<file path="src/timer_pwm_pkg.sv">
// constants shared by the four-channel pwm timer
package timer_pwm_pkg;
   // ==================================================
   // widths
   localparam int CNT_W  = 16;
   localparam int NCH    = 4;
   localparam int PRE_W  = 6;
   // ==================================================
   // register byte addresses
   localparam logic [7:0] OFS_TIMER_CTL = 8'h00;
   localparam logic [7:0] OFS_COUNT     = 8'h04;
   localparam logic [7:0] OFS_WRAP      = 8'h08;
   localparam logic [2:0] CH_REGION     = 3'h1;
   // channel n: control at 0x20 + 8n, value at 0x24 + 8n
   // ==================================================
   // timer_ctl_status fields
   localparam int TC_FLAG  = 7;
   localparam int TC_IRQEN = 6;
   localparam int TC_HALT  = 5;
   localparam int TC_CLEAR = 4;
   localparam int TC_PS_LO = 0;
   // ==================================================
   // channel_ctl_status fields
   localparam int CC_FLAG  = 7;
   localparam int CC_IRQEN = 6;
   localparam int CC_MODEH = 5;
   localparam int CC_MODEL = 4;
   localparam int CC_ACT_H = 3;
   localparam int CC_ACT_L = 2;
   localparam int CC_TOV   = 1;
   localparam int CC_FULL  = 0;
   // ==================================================
   // reset values and the external clock select code
   localparam logic [CNT_W-1:0] WRAP_RST = 16'hFFFF;
   localparam logic             HALT_RST = 1'b1;
   localparam logic [2:0]       PS_EXT   = 3'h7;
   // ==================================================
   // channel mode select and compare action encodings
   typedef enum logic [1:0] {
      MODE_CAPTURE = 2'b00,
      MODE_UNBUF   = 2'b01,
      MODE_BUF     = 2'b10
   } channel_mode_t;
   typedef enum logic [1:0] {
      ACT_NONE   = 2'b00,
      ACT_TOGGLE = 2'b01,
      ACT_CLEAR  = 2'b10,
      ACT_SET    = 2'b11
   } compare_action_t;
endpackage
</file>
<file path="src/pwm_channel_out.sv">
// compare detector and output pin state for one channel
`timescale 1ns/100ps
module pwm_channel_out
   import timer_pwm_pkg::*;
#(
   parameter int WIDTH = CNT_W
) (
   // clock and reset
   input  wire logic             clk_sys_in,
   input  wire logic             rstn_in,
   // counter events
   input  wire logic             tick_in,
   input  wire logic             wrap_evt_in,
   input  wire logic [WIDTH-1:0] count_in,
   // channel setup
   input  wire logic             enable_in,
   input  wire logic [WIDTH-1:0] value_in,
   input  wire logic [1:0]       action_in,
   input  wire logic             tov_in,
   input  wire logic             full_in,
   // results
   output logic                  match_out,
   output logic                  pin_out
);
   logic pin_reg;
   logic pin_next;

   generate
      if (WIDTH < 2) begin : g_bad
         $error("pwm_channel_out: WIDTH must be at least 2");
      end
   endgenerate

   // ==================================================
   // compare only when the counter itself lands on the value
   assign match_out = enable_in && tick_in &&
                      (count_in == value_in);

   always_comb begin
      pin_next = pin_reg;
      if (full_in && !tov_in) begin
         pin_next = (action_in != ACT_SET);
      end else begin
         if (wrap_evt_in && tov_in) begin
            pin_next = ~pin_reg;
         end
         // after a wrap toggle the compare acts on the toggled level
         if (match_out) begin
            unique case (action_in)
               ACT_TOGGLE: pin_next = ~pin_next;
               ACT_CLEAR:  pin_next = 1'b0;
               ACT_SET:    pin_next = 1'b1;
               ACT_NONE:   pin_next = pin_next;
            endcase
         end
      end
   end

   always_ff @(posedge clk_sys_in or negedge rstn_in) begin
      if (!rstn_in) begin
         pin_reg <= 1'b0;
      end else if (enable_in) begin
         pin_reg <= pin_next;
      end
   end

   assign pin_out = pin_reg;
endmodule

</file>
<file path="src/timer_pwm_channels.sv">
// four-channel pwm timer with apb registers
`timescale 1ns/100ps
module timer_pwm_channels
   import timer_pwm_pkg::*;
(
   // clock and reset
   input  wire logic              clk_sys_in,
   input  wire logic              rstn_in,
   // apb slave
   input  wire logic              psel_in,
   input  wire logic              penable_in,
   input  wire logic              pwrite_in,
   input  wire logic [7:0]        paddr_in,
   input  wire logic [31:0]       pwdata_in,
   output logic      [31:0]       prdata_out,
   output logic                   pready_out,
   output logic                   pslverr_out,
   // low power modes
   input  wire logic              wait_mode_in,
   input  wire logic              stop_mode_in,
   // channel pins
   output logic      [NCH-1:0]    ch_pin_out,
   output logic      [NCH-1:0]    ch_pin_oe_out,
   // interrupt requests
   output logic                   overflow_irq_out,
   output logic      [NCH-1:0]    channel_irq_out
);
   // ==================================================
   // state
   logic                 counter_halt_reg;
   logic                 overflow_flag_reg;
   logic                 overflow_irq_en_reg;
   logic                 ovf_armed_reg;
   logic [2:0]           presc_sel_reg;
   logic [PRE_W-1:0]     presc_cnt_reg;
   logic [CNT_W-1:0]     count_reg;
   logic [CNT_W-1:0]     wrap_limit_reg;
   logic [1:0]           mode_reg     [NCH];
   logic [1:0]           action_reg   [NCH];
   logic [NCH-1:0]       tov_reg;
   logic [NCH-1:0]       full_duty_reg;
   logic [NCH-1:0]       irq_en_reg;
   logic [NCH-1:0]       channel_flag_reg;
   logic [NCH-1:0]       ch_armed_reg;
   logic [CNT_W-1:0]     value_reg    [NCH];
   logic [1:0]           pair_sel_reg;
   logic [1:0]           pair_last_reg;
   logic [31:0]          prdata_reg;

   // ==================================================
   // bus decode
   logic                 access;
   logic                 wr;
   logic                 rd;
   logic                 ch_hit;
   logic [1:0]           ch_idx;
   logic                 ch_val_sel;
   logic                 mapped;
   logic                 wr_ctl;
   logic                 wr_wrap;
   logic [NCH-1:0]       wr_ch_ctl;
   logic [NCH-1:0]       wr_ch_val;
   logic                 rd_ctl;
   logic [NCH-1:0]       rd_ch_ctl;
   logic [31:0]          rd_mux;

   assign ch_hit     = (paddr_in[7:5] == CH_REGION) &&
                       (paddr_in[1:0] == 2'b00);
   assign ch_idx     = paddr_in[4:3];
   assign ch_val_sel = paddr_in[2];
   assign mapped     = ch_hit || (paddr_in == OFS_TIMER_CTL) ||
                       (paddr_in == OFS_COUNT) ||
                       (paddr_in == OFS_WRAP);
   // registers are locked out while the core waits
   assign access     = psel_in && penable_in && mapped &&
                       !wait_mode_in;
   assign wr         = access && pwrite_in;
   assign rd         = access && !pwrite_in;
   assign wr_ctl     = wr && (paddr_in == OFS_TIMER_CTL);
   assign wr_wrap    = wr && (paddr_in == OFS_WRAP);
   assign rd_ctl     = rd && (paddr_in == OFS_TIMER_CTL);

   always_comb begin
      for (int i = 0; i < NCH; i++) begin
         wr_ch_ctl[i] = wr && ch_hit && !ch_val_sel &&
                        (ch_idx == 2'(i));
         wr_ch_val[i] = wr && ch_hit && ch_val_sel &&
                        (ch_idx == 2'(i));
         rd_ch_ctl[i] = rd && ch_hit && !ch_val_sel &&
                        (ch_idx == 2'(i));
      end
   end

   assign pready_out  = 1'b1;
   assign pslverr_out = psel_in && penable_in &&
                        (!mapped || wait_mode_in);
   assign prdata_out  = prdata_reg;

   // ==================================================
   // read mux, sampled in the setup cycle
   always_comb begin
      rd_mux = 32'h0000_0000;
      if (wait_mode_in) begin
         rd_mux = 32'h0000_0000;
      end else if (paddr_in == OFS_TIMER_CTL) begin
         rd_mux[TC_FLAG]  = overflow_flag_reg;
         rd_mux[TC_IRQEN] = overflow_irq_en_reg;
         rd_mux[TC_HALT]  = counter_halt_reg;
         rd_mux[TC_PS_LO +: 3] = presc_sel_reg; // clear bit reads 0
      end else if (paddr_in == OFS_COUNT) begin
         rd_mux[CNT_W-1:0] = count_reg;
      end else if (paddr_in == OFS_WRAP) begin
         rd_mux[CNT_W-1:0] = wrap_limit_reg;
      end else if (ch_hit && ch_val_sel) begin
         rd_mux[CNT_W-1:0] = value_reg[ch_idx];
      end else if (ch_hit) begin
         rd_mux[CC_FLAG]  = channel_flag_reg[ch_idx];
         rd_mux[CC_IRQEN] = irq_en_reg[ch_idx];
         rd_mux[CC_MODEH +: 1] = mode_reg[ch_idx][1];
         rd_mux[CC_MODEL] = mode_reg[ch_idx][0];
         rd_mux[CC_ACT_L +: 2] = action_reg[ch_idx];
         rd_mux[CC_TOV]   = tov_reg[ch_idx];
         rd_mux[CC_FULL]  = full_duty_reg[ch_idx];
      end
   end

   always_ff @(posedge clk_sys_in or negedge rstn_in) begin
      if (!rstn_in) begin
         prdata_reg <= 32'h0000_0000;
      end else if (psel_in && !penable_in && !pwrite_in) begin
         prdata_reg <= rd_mux;
      end
   end

   // ==================================================
   // prescaler and counter
   logic                 running;
   logic [PRE_W-1:0]     presc_mask;
   logic                 tick;
   logic                 wrap_evt;
   logic                 clear_req;

   assign running    = !counter_halt_reg && !stop_mode_in;
   assign presc_mask = PRE_W'((7'd1 << presc_sel_reg) - 7'd1);
   // external clock source is not served: the counter idles
   assign tick       = running && (presc_sel_reg != PS_EXT) &&
                       ((presc_cnt_reg & presc_mask) == presc_mask);
   assign wrap_evt   = tick && (count_reg == wrap_limit_reg);
   assign clear_req  = wr_ctl && pwdata_in[TC_CLEAR];

   always_ff @(posedge clk_sys_in or negedge rstn_in) begin
      if (!rstn_in) begin
         presc_cnt_reg <= '0;
      end else if (clear_req) begin
         presc_cnt_reg <= '0;
      end else if (running) begin
         presc_cnt_reg <= presc_cnt_reg + PRE_W'(1);
      end
   end

   always_ff @(posedge clk_sys_in or negedge rstn_in) begin
      if (!rstn_in) begin
         count_reg <= '0;
      end else if (clear_req) begin
         count_reg <= '0;
      end else if (wrap_evt) begin
         count_reg <= '0;
      end else if (tick) begin
         count_reg <= count_reg + CNT_W'(1);
      end
   end

   // ==================================================
   // timer control register and overflow flag
   always_ff @(posedge clk_sys_in or negedge rstn_in) begin
      if (!rstn_in) begin
         counter_halt_reg    <= HALT_RST;
         overflow_irq_en_reg <= 1'b0;
         presc_sel_reg       <= 3'h0;
         wrap_limit_reg      <= WRAP_RST;
      end else begin
         if (wr_ctl) begin
            counter_halt_reg    <= pwdata_in[TC_HALT];
            overflow_irq_en_reg <= pwdata_in[TC_IRQEN];
            presc_sel_reg       <= pwdata_in[TC_PS_LO +: 3];
         end
         if (wr_wrap) begin
            wrap_limit_reg <= pwdata_in[CNT_W-1:0];
         end
      end
   end

   // flag clears by a read while set, then a write of zero;
   // a wrap in between disarms the clear
   always_ff @(posedge clk_sys_in or negedge rstn_in) begin
      if (!rstn_in) begin
         overflow_flag_reg <= 1'b0;
         ovf_armed_reg     <= 1'b0;
      end else if (wrap_evt) begin
         overflow_flag_reg <= 1'b1;
         ovf_armed_reg     <= 1'b0;
      end else if (wr_ctl && !pwdata_in[TC_FLAG] && ovf_armed_reg) begin
         overflow_flag_reg <= 1'b0;
         ovf_armed_reg     <= 1'b0;
      end else if (rd_ctl && overflow_flag_reg) begin
         ovf_armed_reg <= 1'b1;
      end
   end

   // ==================================================
   // channel control registers and values
   logic [1:0] link;

   always_ff @(posedge clk_sys_in or negedge rstn_in) begin
      if (!rstn_in) begin
         for (int i = 0; i < NCH; i++) begin
            mode_reg[i]   <= MODE_CAPTURE;
            action_reg[i] <= ACT_NONE;
            value_reg[i]  <= '0;
         end
         tov_reg       <= '0;
         full_duty_reg <= '0;
         irq_en_reg    <= '0;
      end else begin
         for (int i = 0; i < NCH; i++) begin
            if (wr_ch_ctl[i]) begin
               // odd channels have no link bit
               mode_reg[i][1]   <= (i % 2 == 1) ? 1'b0 :
                                   pwdata_in[CC_MODEH];
               mode_reg[i][0]   <= pwdata_in[CC_MODEL];
               action_reg[i]    <= pwdata_in[CC_ACT_L +: 2];
               tov_reg[i]       <= pwdata_in[CC_TOV];
               full_duty_reg[i] <= pwdata_in[CC_FULL];
               irq_en_reg[i]    <= pwdata_in[CC_IRQEN];
            end
            if (wr_ch_val[i]) begin
               value_reg[i] <= pwdata_in[CNT_W-1:0];
            end
         end
      end
   end

   // ==================================================
   // linked pairs: selection swaps only at a wrap
   always_ff @(posedge clk_sys_in or negedge rstn_in) begin
      if (!rstn_in) begin
         pair_sel_reg  <= 2'b00;
         pair_last_reg <= 2'b00;
      end else begin
         for (int p = 0; p < 2; p++) begin
            if (!link[p]) begin
               // even register leads once a link is made
               pair_sel_reg[p]  <= 1'b0;
               pair_last_reg[p] <= 1'b0;
            end else begin
               if (wr_ch_val[2*p+1]) begin
                  pair_last_reg[p] <= 1'b1;
               end else if (wr_ch_val[2*p]) begin
                  pair_last_reg[p] <= 1'b0;
               end
               if (wrap_evt) begin
                  pair_sel_reg[p] <= pair_last_reg[p];
               end
            end
         end
      end
   end

   // ==================================================
   // compare units
   logic [NCH-1:0]   ch_enable;
   logic [NCH-1:0]   ch_match;
   logic [NCH-1:0]   ch_pin;
   logic [CNT_W-1:0] active_value [NCH];

   always_comb begin
      for (int p = 0; p < 2; p++) begin
         // link bit takes precedence over the low mode bit
         link[p] = mode_reg[2*p][1];
         ch_enable[2*p]   = link[p] ||
                            (mode_reg[2*p] == MODE_UNBUF);
         // odd channel released to general i/o while linked
         ch_enable[2*p+1] = !link[p] &&
                            (mode_reg[2*p+1] == MODE_UNBUF);
         active_value[2*p]   = (link[p] && pair_sel_reg[p]) ?
                               value_reg[2*p+1] :
                               value_reg[2*p];
         active_value[2*p+1] = value_reg[2*p+1];
      end
   end

   genvar g;
   generate
      for (g = 0; g < NCH; g++) begin : g_ch
         pwm_channel_out #(
            .WIDTH (CNT_W)
         ) u_out (
            .clk_sys_in  (clk_sys_in),
            .rstn_in     (rstn_in),
            .tick_in     (tick),
            .wrap_evt_in (wrap_evt),
            .count_in    (count_reg),
            .enable_in   (ch_enable[g]),
            .value_in    (active_value[g]),
            .action_in   (action_reg[g]),
            .tov_in      (tov_reg[g]),
            .full_in     (full_duty_reg[g]),
            .match_out   (ch_match[g]),
            .pin_out     (ch_pin[g])
         );
      end
   endgenerate

   assign ch_pin_out    = ch_pin;
   assign ch_pin_oe_out = ch_enable;

   // ==================================================
   // channel flags: two-step clear, a new compare wins
   always_ff @(posedge clk_sys_in or negedge rstn_in) begin
      if (!rstn_in) begin
         channel_flag_reg <= '0;
         ch_armed_reg     <= '0;
      end else begin
         for (int i = 0; i < NCH; i++) begin
            if (ch_match[i]) begin
               channel_flag_reg[i] <= 1'b1;
               ch_armed_reg[i]     <= 1'b0;
            end else if (wr_ch_ctl[i] && !pwdata_in[CC_FLAG] &&
                         ch_armed_reg[i]) begin
               channel_flag_reg[i] <= 1'b0;
               ch_armed_reg[i]     <= 1'b0;
            end else if (rd_ch_ctl[i] && channel_flag_reg[i]) begin
               ch_armed_reg[i] <= 1'b1;
            end
         end
      end
   end

   // ==================================================
   // interrupt requests, live in wait mode to wake the core
   assign overflow_irq_out = overflow_flag_reg &&
                             overflow_irq_en_reg;
   assign channel_irq_out  = channel_flag_reg &
                             irq_en_reg;
endmodule

</file>
<file path="config.mk">
export PLATFORM = sky130hd
export DESIGN_NAME = timer_pwm_channels
export DESIGN_NICKNAME = d
export VERILOG_FILES = /design/src/timer_pwm_pkg.sv /design/src/pwm_channel_out.sv /design/src/timer_pwm_channels.sv
export SDC_FILE = /design/constraint.sdc
export NUM_CORES = 1
export LEC_CHECK = 0
export ABC_AREA = 0
export ABC_CLOCK_PERIOD_IN_PS = 3650
export BUFFER_PORTS_ARGS = -buffer_cell sky130_fd_sc_hd__buf_4
export CAP_MARGIN = 20
export CORE_MARGIN = 1.5
export CORE_UTILIZATION = 30
export DETAILED_ROUTE_END_ITERATION = 6
export PLACE_DENSITY = 0.46
export SLEW_MARGIN = 0
export SYNTH_ARGS = -nofsm -noshare
export SYNTH_HDL_FRONTEND = slang
export SYNTH_SLANG_ARGS = --single-unit
</file>
<file path="constraint.sdc">
create_clock -name clk_sys_in -period 3.65 [get_ports clk_sys_in]
set_clock_uncertainty 0.15 [all_clocks]
set_input_delay 0.1825 -clock clk_sys_in [delete_from_list [all_inputs] [get_ports clk_sys_in]]
set_output_delay 0.1825 -clock clk_sys_in [all_outputs]
set_load 0.02 [all_outputs]
</file>
==> metrics.txt <==
status complete, no violations; most common library cells after synthesis dfrtp_1 (150), mux2_2 (104), nand2_1 (81); post-DP HPWL between 20,000 and 25,000 um; Clock power frac 40.7%; Critical Path Start Type flop; Ports 94; Starting Density 30.7%; GP Congestion between 0.8 and 0.9; gr usage total 18.3%; dominant cells by area after synthesis dfrtp_1 (39%), mux2_2 (12%), mux4_2 (5.1%); Yosys top cell area share 38.5%; Longest Clk Path Bufs 2; Lkg Pwr approximately 5.1 nW; crit-path max cell delay between 0.6 and 0.7 ns; Port Buffers 60; total CTS buffers 17; Hold Path End prdata_out[5]; vias in the first global route 7,270; TritonCTS clock tree yes; drt first pass iters 5; layout cells sized above 1 ~28%; post-synth cell types 70; post-synthesis xor/xnor area fraction between 6 and 7%; Post-Layout Cell Count 1,412; post-synthesis mux area share 18.6%; fill cell total of the finished layout approximately 3,200; Slew Limit Fails 0; initial antenna violation count 0; WP data required 3.87 ns; Layout area overhead 16.9%; r2r startpoint count_reg[2]; Final Hold Fails 0; GR Overflow Total 0; Root Buffer clkbuf_16; combinational family with the most area after synthesis multiplexers; Worst-Skew Late Latency 0.44 ns; Antenna Nets Post-Route 0; R2R Path End g_ch[2].u_out.pin_out; Worst Hold Class input pin to flop; YS warnings 0; Die Area 33,500 um2; dominant cell type by area after synthesis dfrtp_1; WHS Path Cells 5; most common cell in the synthesized netlist dfrtp_1; Seq pwr share 44.2%; largest net degree at the start of global routing 80; Via Count between 7,000 and 8,000; reg2reg setup slack around 0.57 ns; Max VDD drop 344 uV; critical path arrival about 3.3 ns; wirelength, routed between 20,000 and 30,000 um; post-route setup TNS 0 ns; HP Start paddr_in[5]; fmax 325 MHz; P_int roughly 0.0032 W; H-tree lvl count 4; RSZ-0062 raised after global routing no; Routed wire per std cell 21.2 um; FP Rows 65; Worst-path clk slew ~0.080 ns; crit path cell chain xnor2_1 -> nand4_1 -> nor4_1 -> nor3b_2 -> buf_4 -> xnor2_1 -> mux2_2 -> mux2_2 -> a21oi_1; synthesis-stage register bit count 167; asr flop ratio synth 100%; Post-Syn Area per Cell 10.5 um2; Netlist Area Pre-Place between 9000 and 10,000 um2; post-CTS sizing 0; Slew HR between 40% and 50%; DIE WIDTH 183 um; crit path capture type flop; Inst Count DP roughly 1,400; Final Setup Violations 0; fin crit share 84.3%; power density cells 405 nW/um2; Max-cap violations 0; WS Path Type flop to flop; drc violations 0; Tmin final around 3.1 ns; postcts setup bufs 0; Layout Nets 1,045; Net Sw Power 0.00138 W; gate count of the mapped netlist about 930; switching part of the total 30.0%; vias per cell 5.23; R2R depth 9; core area 31,700 um2; Die H 183 um; Post-synth EDFFs 0; Post-CTS Hold Buffers 20; prevailing post-synth register cell dfrtp_1; adder-cell area share of the yosys netlist 0.257%; Compound-Gate Fraction of Synth Area 11.9%; crit path max fanout 10; post-synthesis simple-gate area fraction 14.2%; first-pass GRT wire length between 40,000 and 50,000 um; DRT iter0 DRCs 505; Worst-Margin Slew about 0.89 ns; number of clock sinks 167; logic gate share of total power between 10% and 20%; slowest library cell on the worst path dfrtp_1; sequential area share after synthesis 43.1%
==> power groups by stage <==
stage | Combinational (W) | Sequential, W | Clock (W)
detailed placement | 0.000681 | 0.00207 | 0
floorplan | 0.000482 | 0.00201 | 0
finish | 0.000698 | 0.00203 | 0.00187
global route | 0.000766 | 0.00205 | 0.00199
global placement | 0.000678 | 0.00207 | 0
CTS | 0.000702 | 0.00203 | 0.00191
==> how the worst max path moves through the flow <==
stage	cells after the start	startpoint	slack, ns	end
final	9	count_reg[2]	0.57	g_ch[2].u_out.pin_out
after global routing	9	count_reg[2]	0.34	g_ch[2].u_out.pin_out
after CTS	9	count_reg[2]	0.54	g_ch[2].u_out.pin_out
after detailed placement	9	count_reg[2]	0.56	g_ch[2].u_out.pin_out
after global placement	9	count_reg[2]	0.56	g_ch[2].u_out.pin_out
after floorplan	10	link[0]	1.15	g_ch[0].u_out.pin_out
==> per-layer routing <==
metal  GRT usage [%]  part of all wire, %  vias up
met2            29.4                   47      169
met4            5.31                  1.7        0
met3            2.52                  3.3       26
met1            25.8                   48     3756
met5               0                    0        -
li1                -                    -     3432
==> cells in the final DEF, fill, tap and decap left out, types with 5 or more instances in the layout <==
master         netlist  routed
a21o_1               5       5
o22ai_1              6       6
nand3_1             16      16
clkbuf_16            0      17
conb_1               2      17
or3_1                7       7
inv_6                0       5
a31oi_1              6       6
o41ai_1              5       5
nor3_1              10      10
nor2_1              55      55
dfstp_2             17      17
o21a_1               5       5
dlygate4sd3_1        0      20
mux4_2              22      22
nand2_1             81      81
a21oi_1             24      24
xnor2_1             38      38
a22oi_1             12      12
nor4_1              10      10
o2bb2ai_1            8       8
o21ai_0             53      53
and3_1              12      12
a22o_1              12      12
nor2b_1             13      13
buf_4               27      90
nand4_1             12      12
nand3b_1             8       8
a32oi_1              6       6
and2_1              12      12
xor2_1              34      34
inv_1               22      22
dfrtp_1            150     150
nand2b_1            12      12
mux2_2             104     104
mux2i_1             14      14
o31ai_1              8       8
==> logic make-up (layout without fill, tap and decap cells) <==
| family | count (synthesis) | in the layout |
|---|---|---|
| adder cells (fa/ha/maj) | 2 | 2 |
| other | 2 | 18 |
| multiplexers | 140 | 140 |
| AO/OA/AOI/OAI | 172 | 172 |
| AND/OR/NAND/NOR | 271 | 271 |
| flip-flops | 167 | 167 |
| XOR/XNOR | 72 | 72 |
| buffers and inverters | 105 | 168 |
==> worst max-delay path, delay by kind of cell, from the launching register on <==
| kind | cells | cell delay (ns) |
|---|---|---|
| xor+xnor | 2 | 0.28 |
| compound gates | 1 | 0.14 |
| mux | 2 | 0.52 |
| buf+inv | 1 | 0.29 |
| flops | 1 | 0.66 |
| simple gates | 3 | 0.96 |
==> area by class of cell <==
cell class	count	area [um2]	share of cell area (%)
Multi-Input combinational cell	674	5070	44.5
Sequential cell	167	4200	36.9
Timing Repair Buffer	113	927	8.15
Tap cell	402	503	4.42
Clock buffer	17	425	3.74
Clock inverter	15	169	1.48
Inverter	23	86.3	0.759
Antenna cell	1	2.50	0.0220
==> stage by stage <==
stage / cell area [um2] / power, W / setup WS, ns / util [%] / hold slack (ns)
final: 11400 / 0.00461 / 0.574 / 35.9 / 0.201
after global routing: 11400 / 0.00481 / 0.340 / 35.9 / 0.211
after CTS: 11400 / 0.00465 / 0.538 / 35.9 / 0.187
after detailed placement: 10600 / 0.00275 / 0.564 / 33.4 / 0.161
after global placement: 10600 / 0.00275 / 0.557 / 33.4 / 0.162
after floorplan: 9790 / 0.00249 / 1.15 / - / -0.263
(Power assumes the default switching activity.)
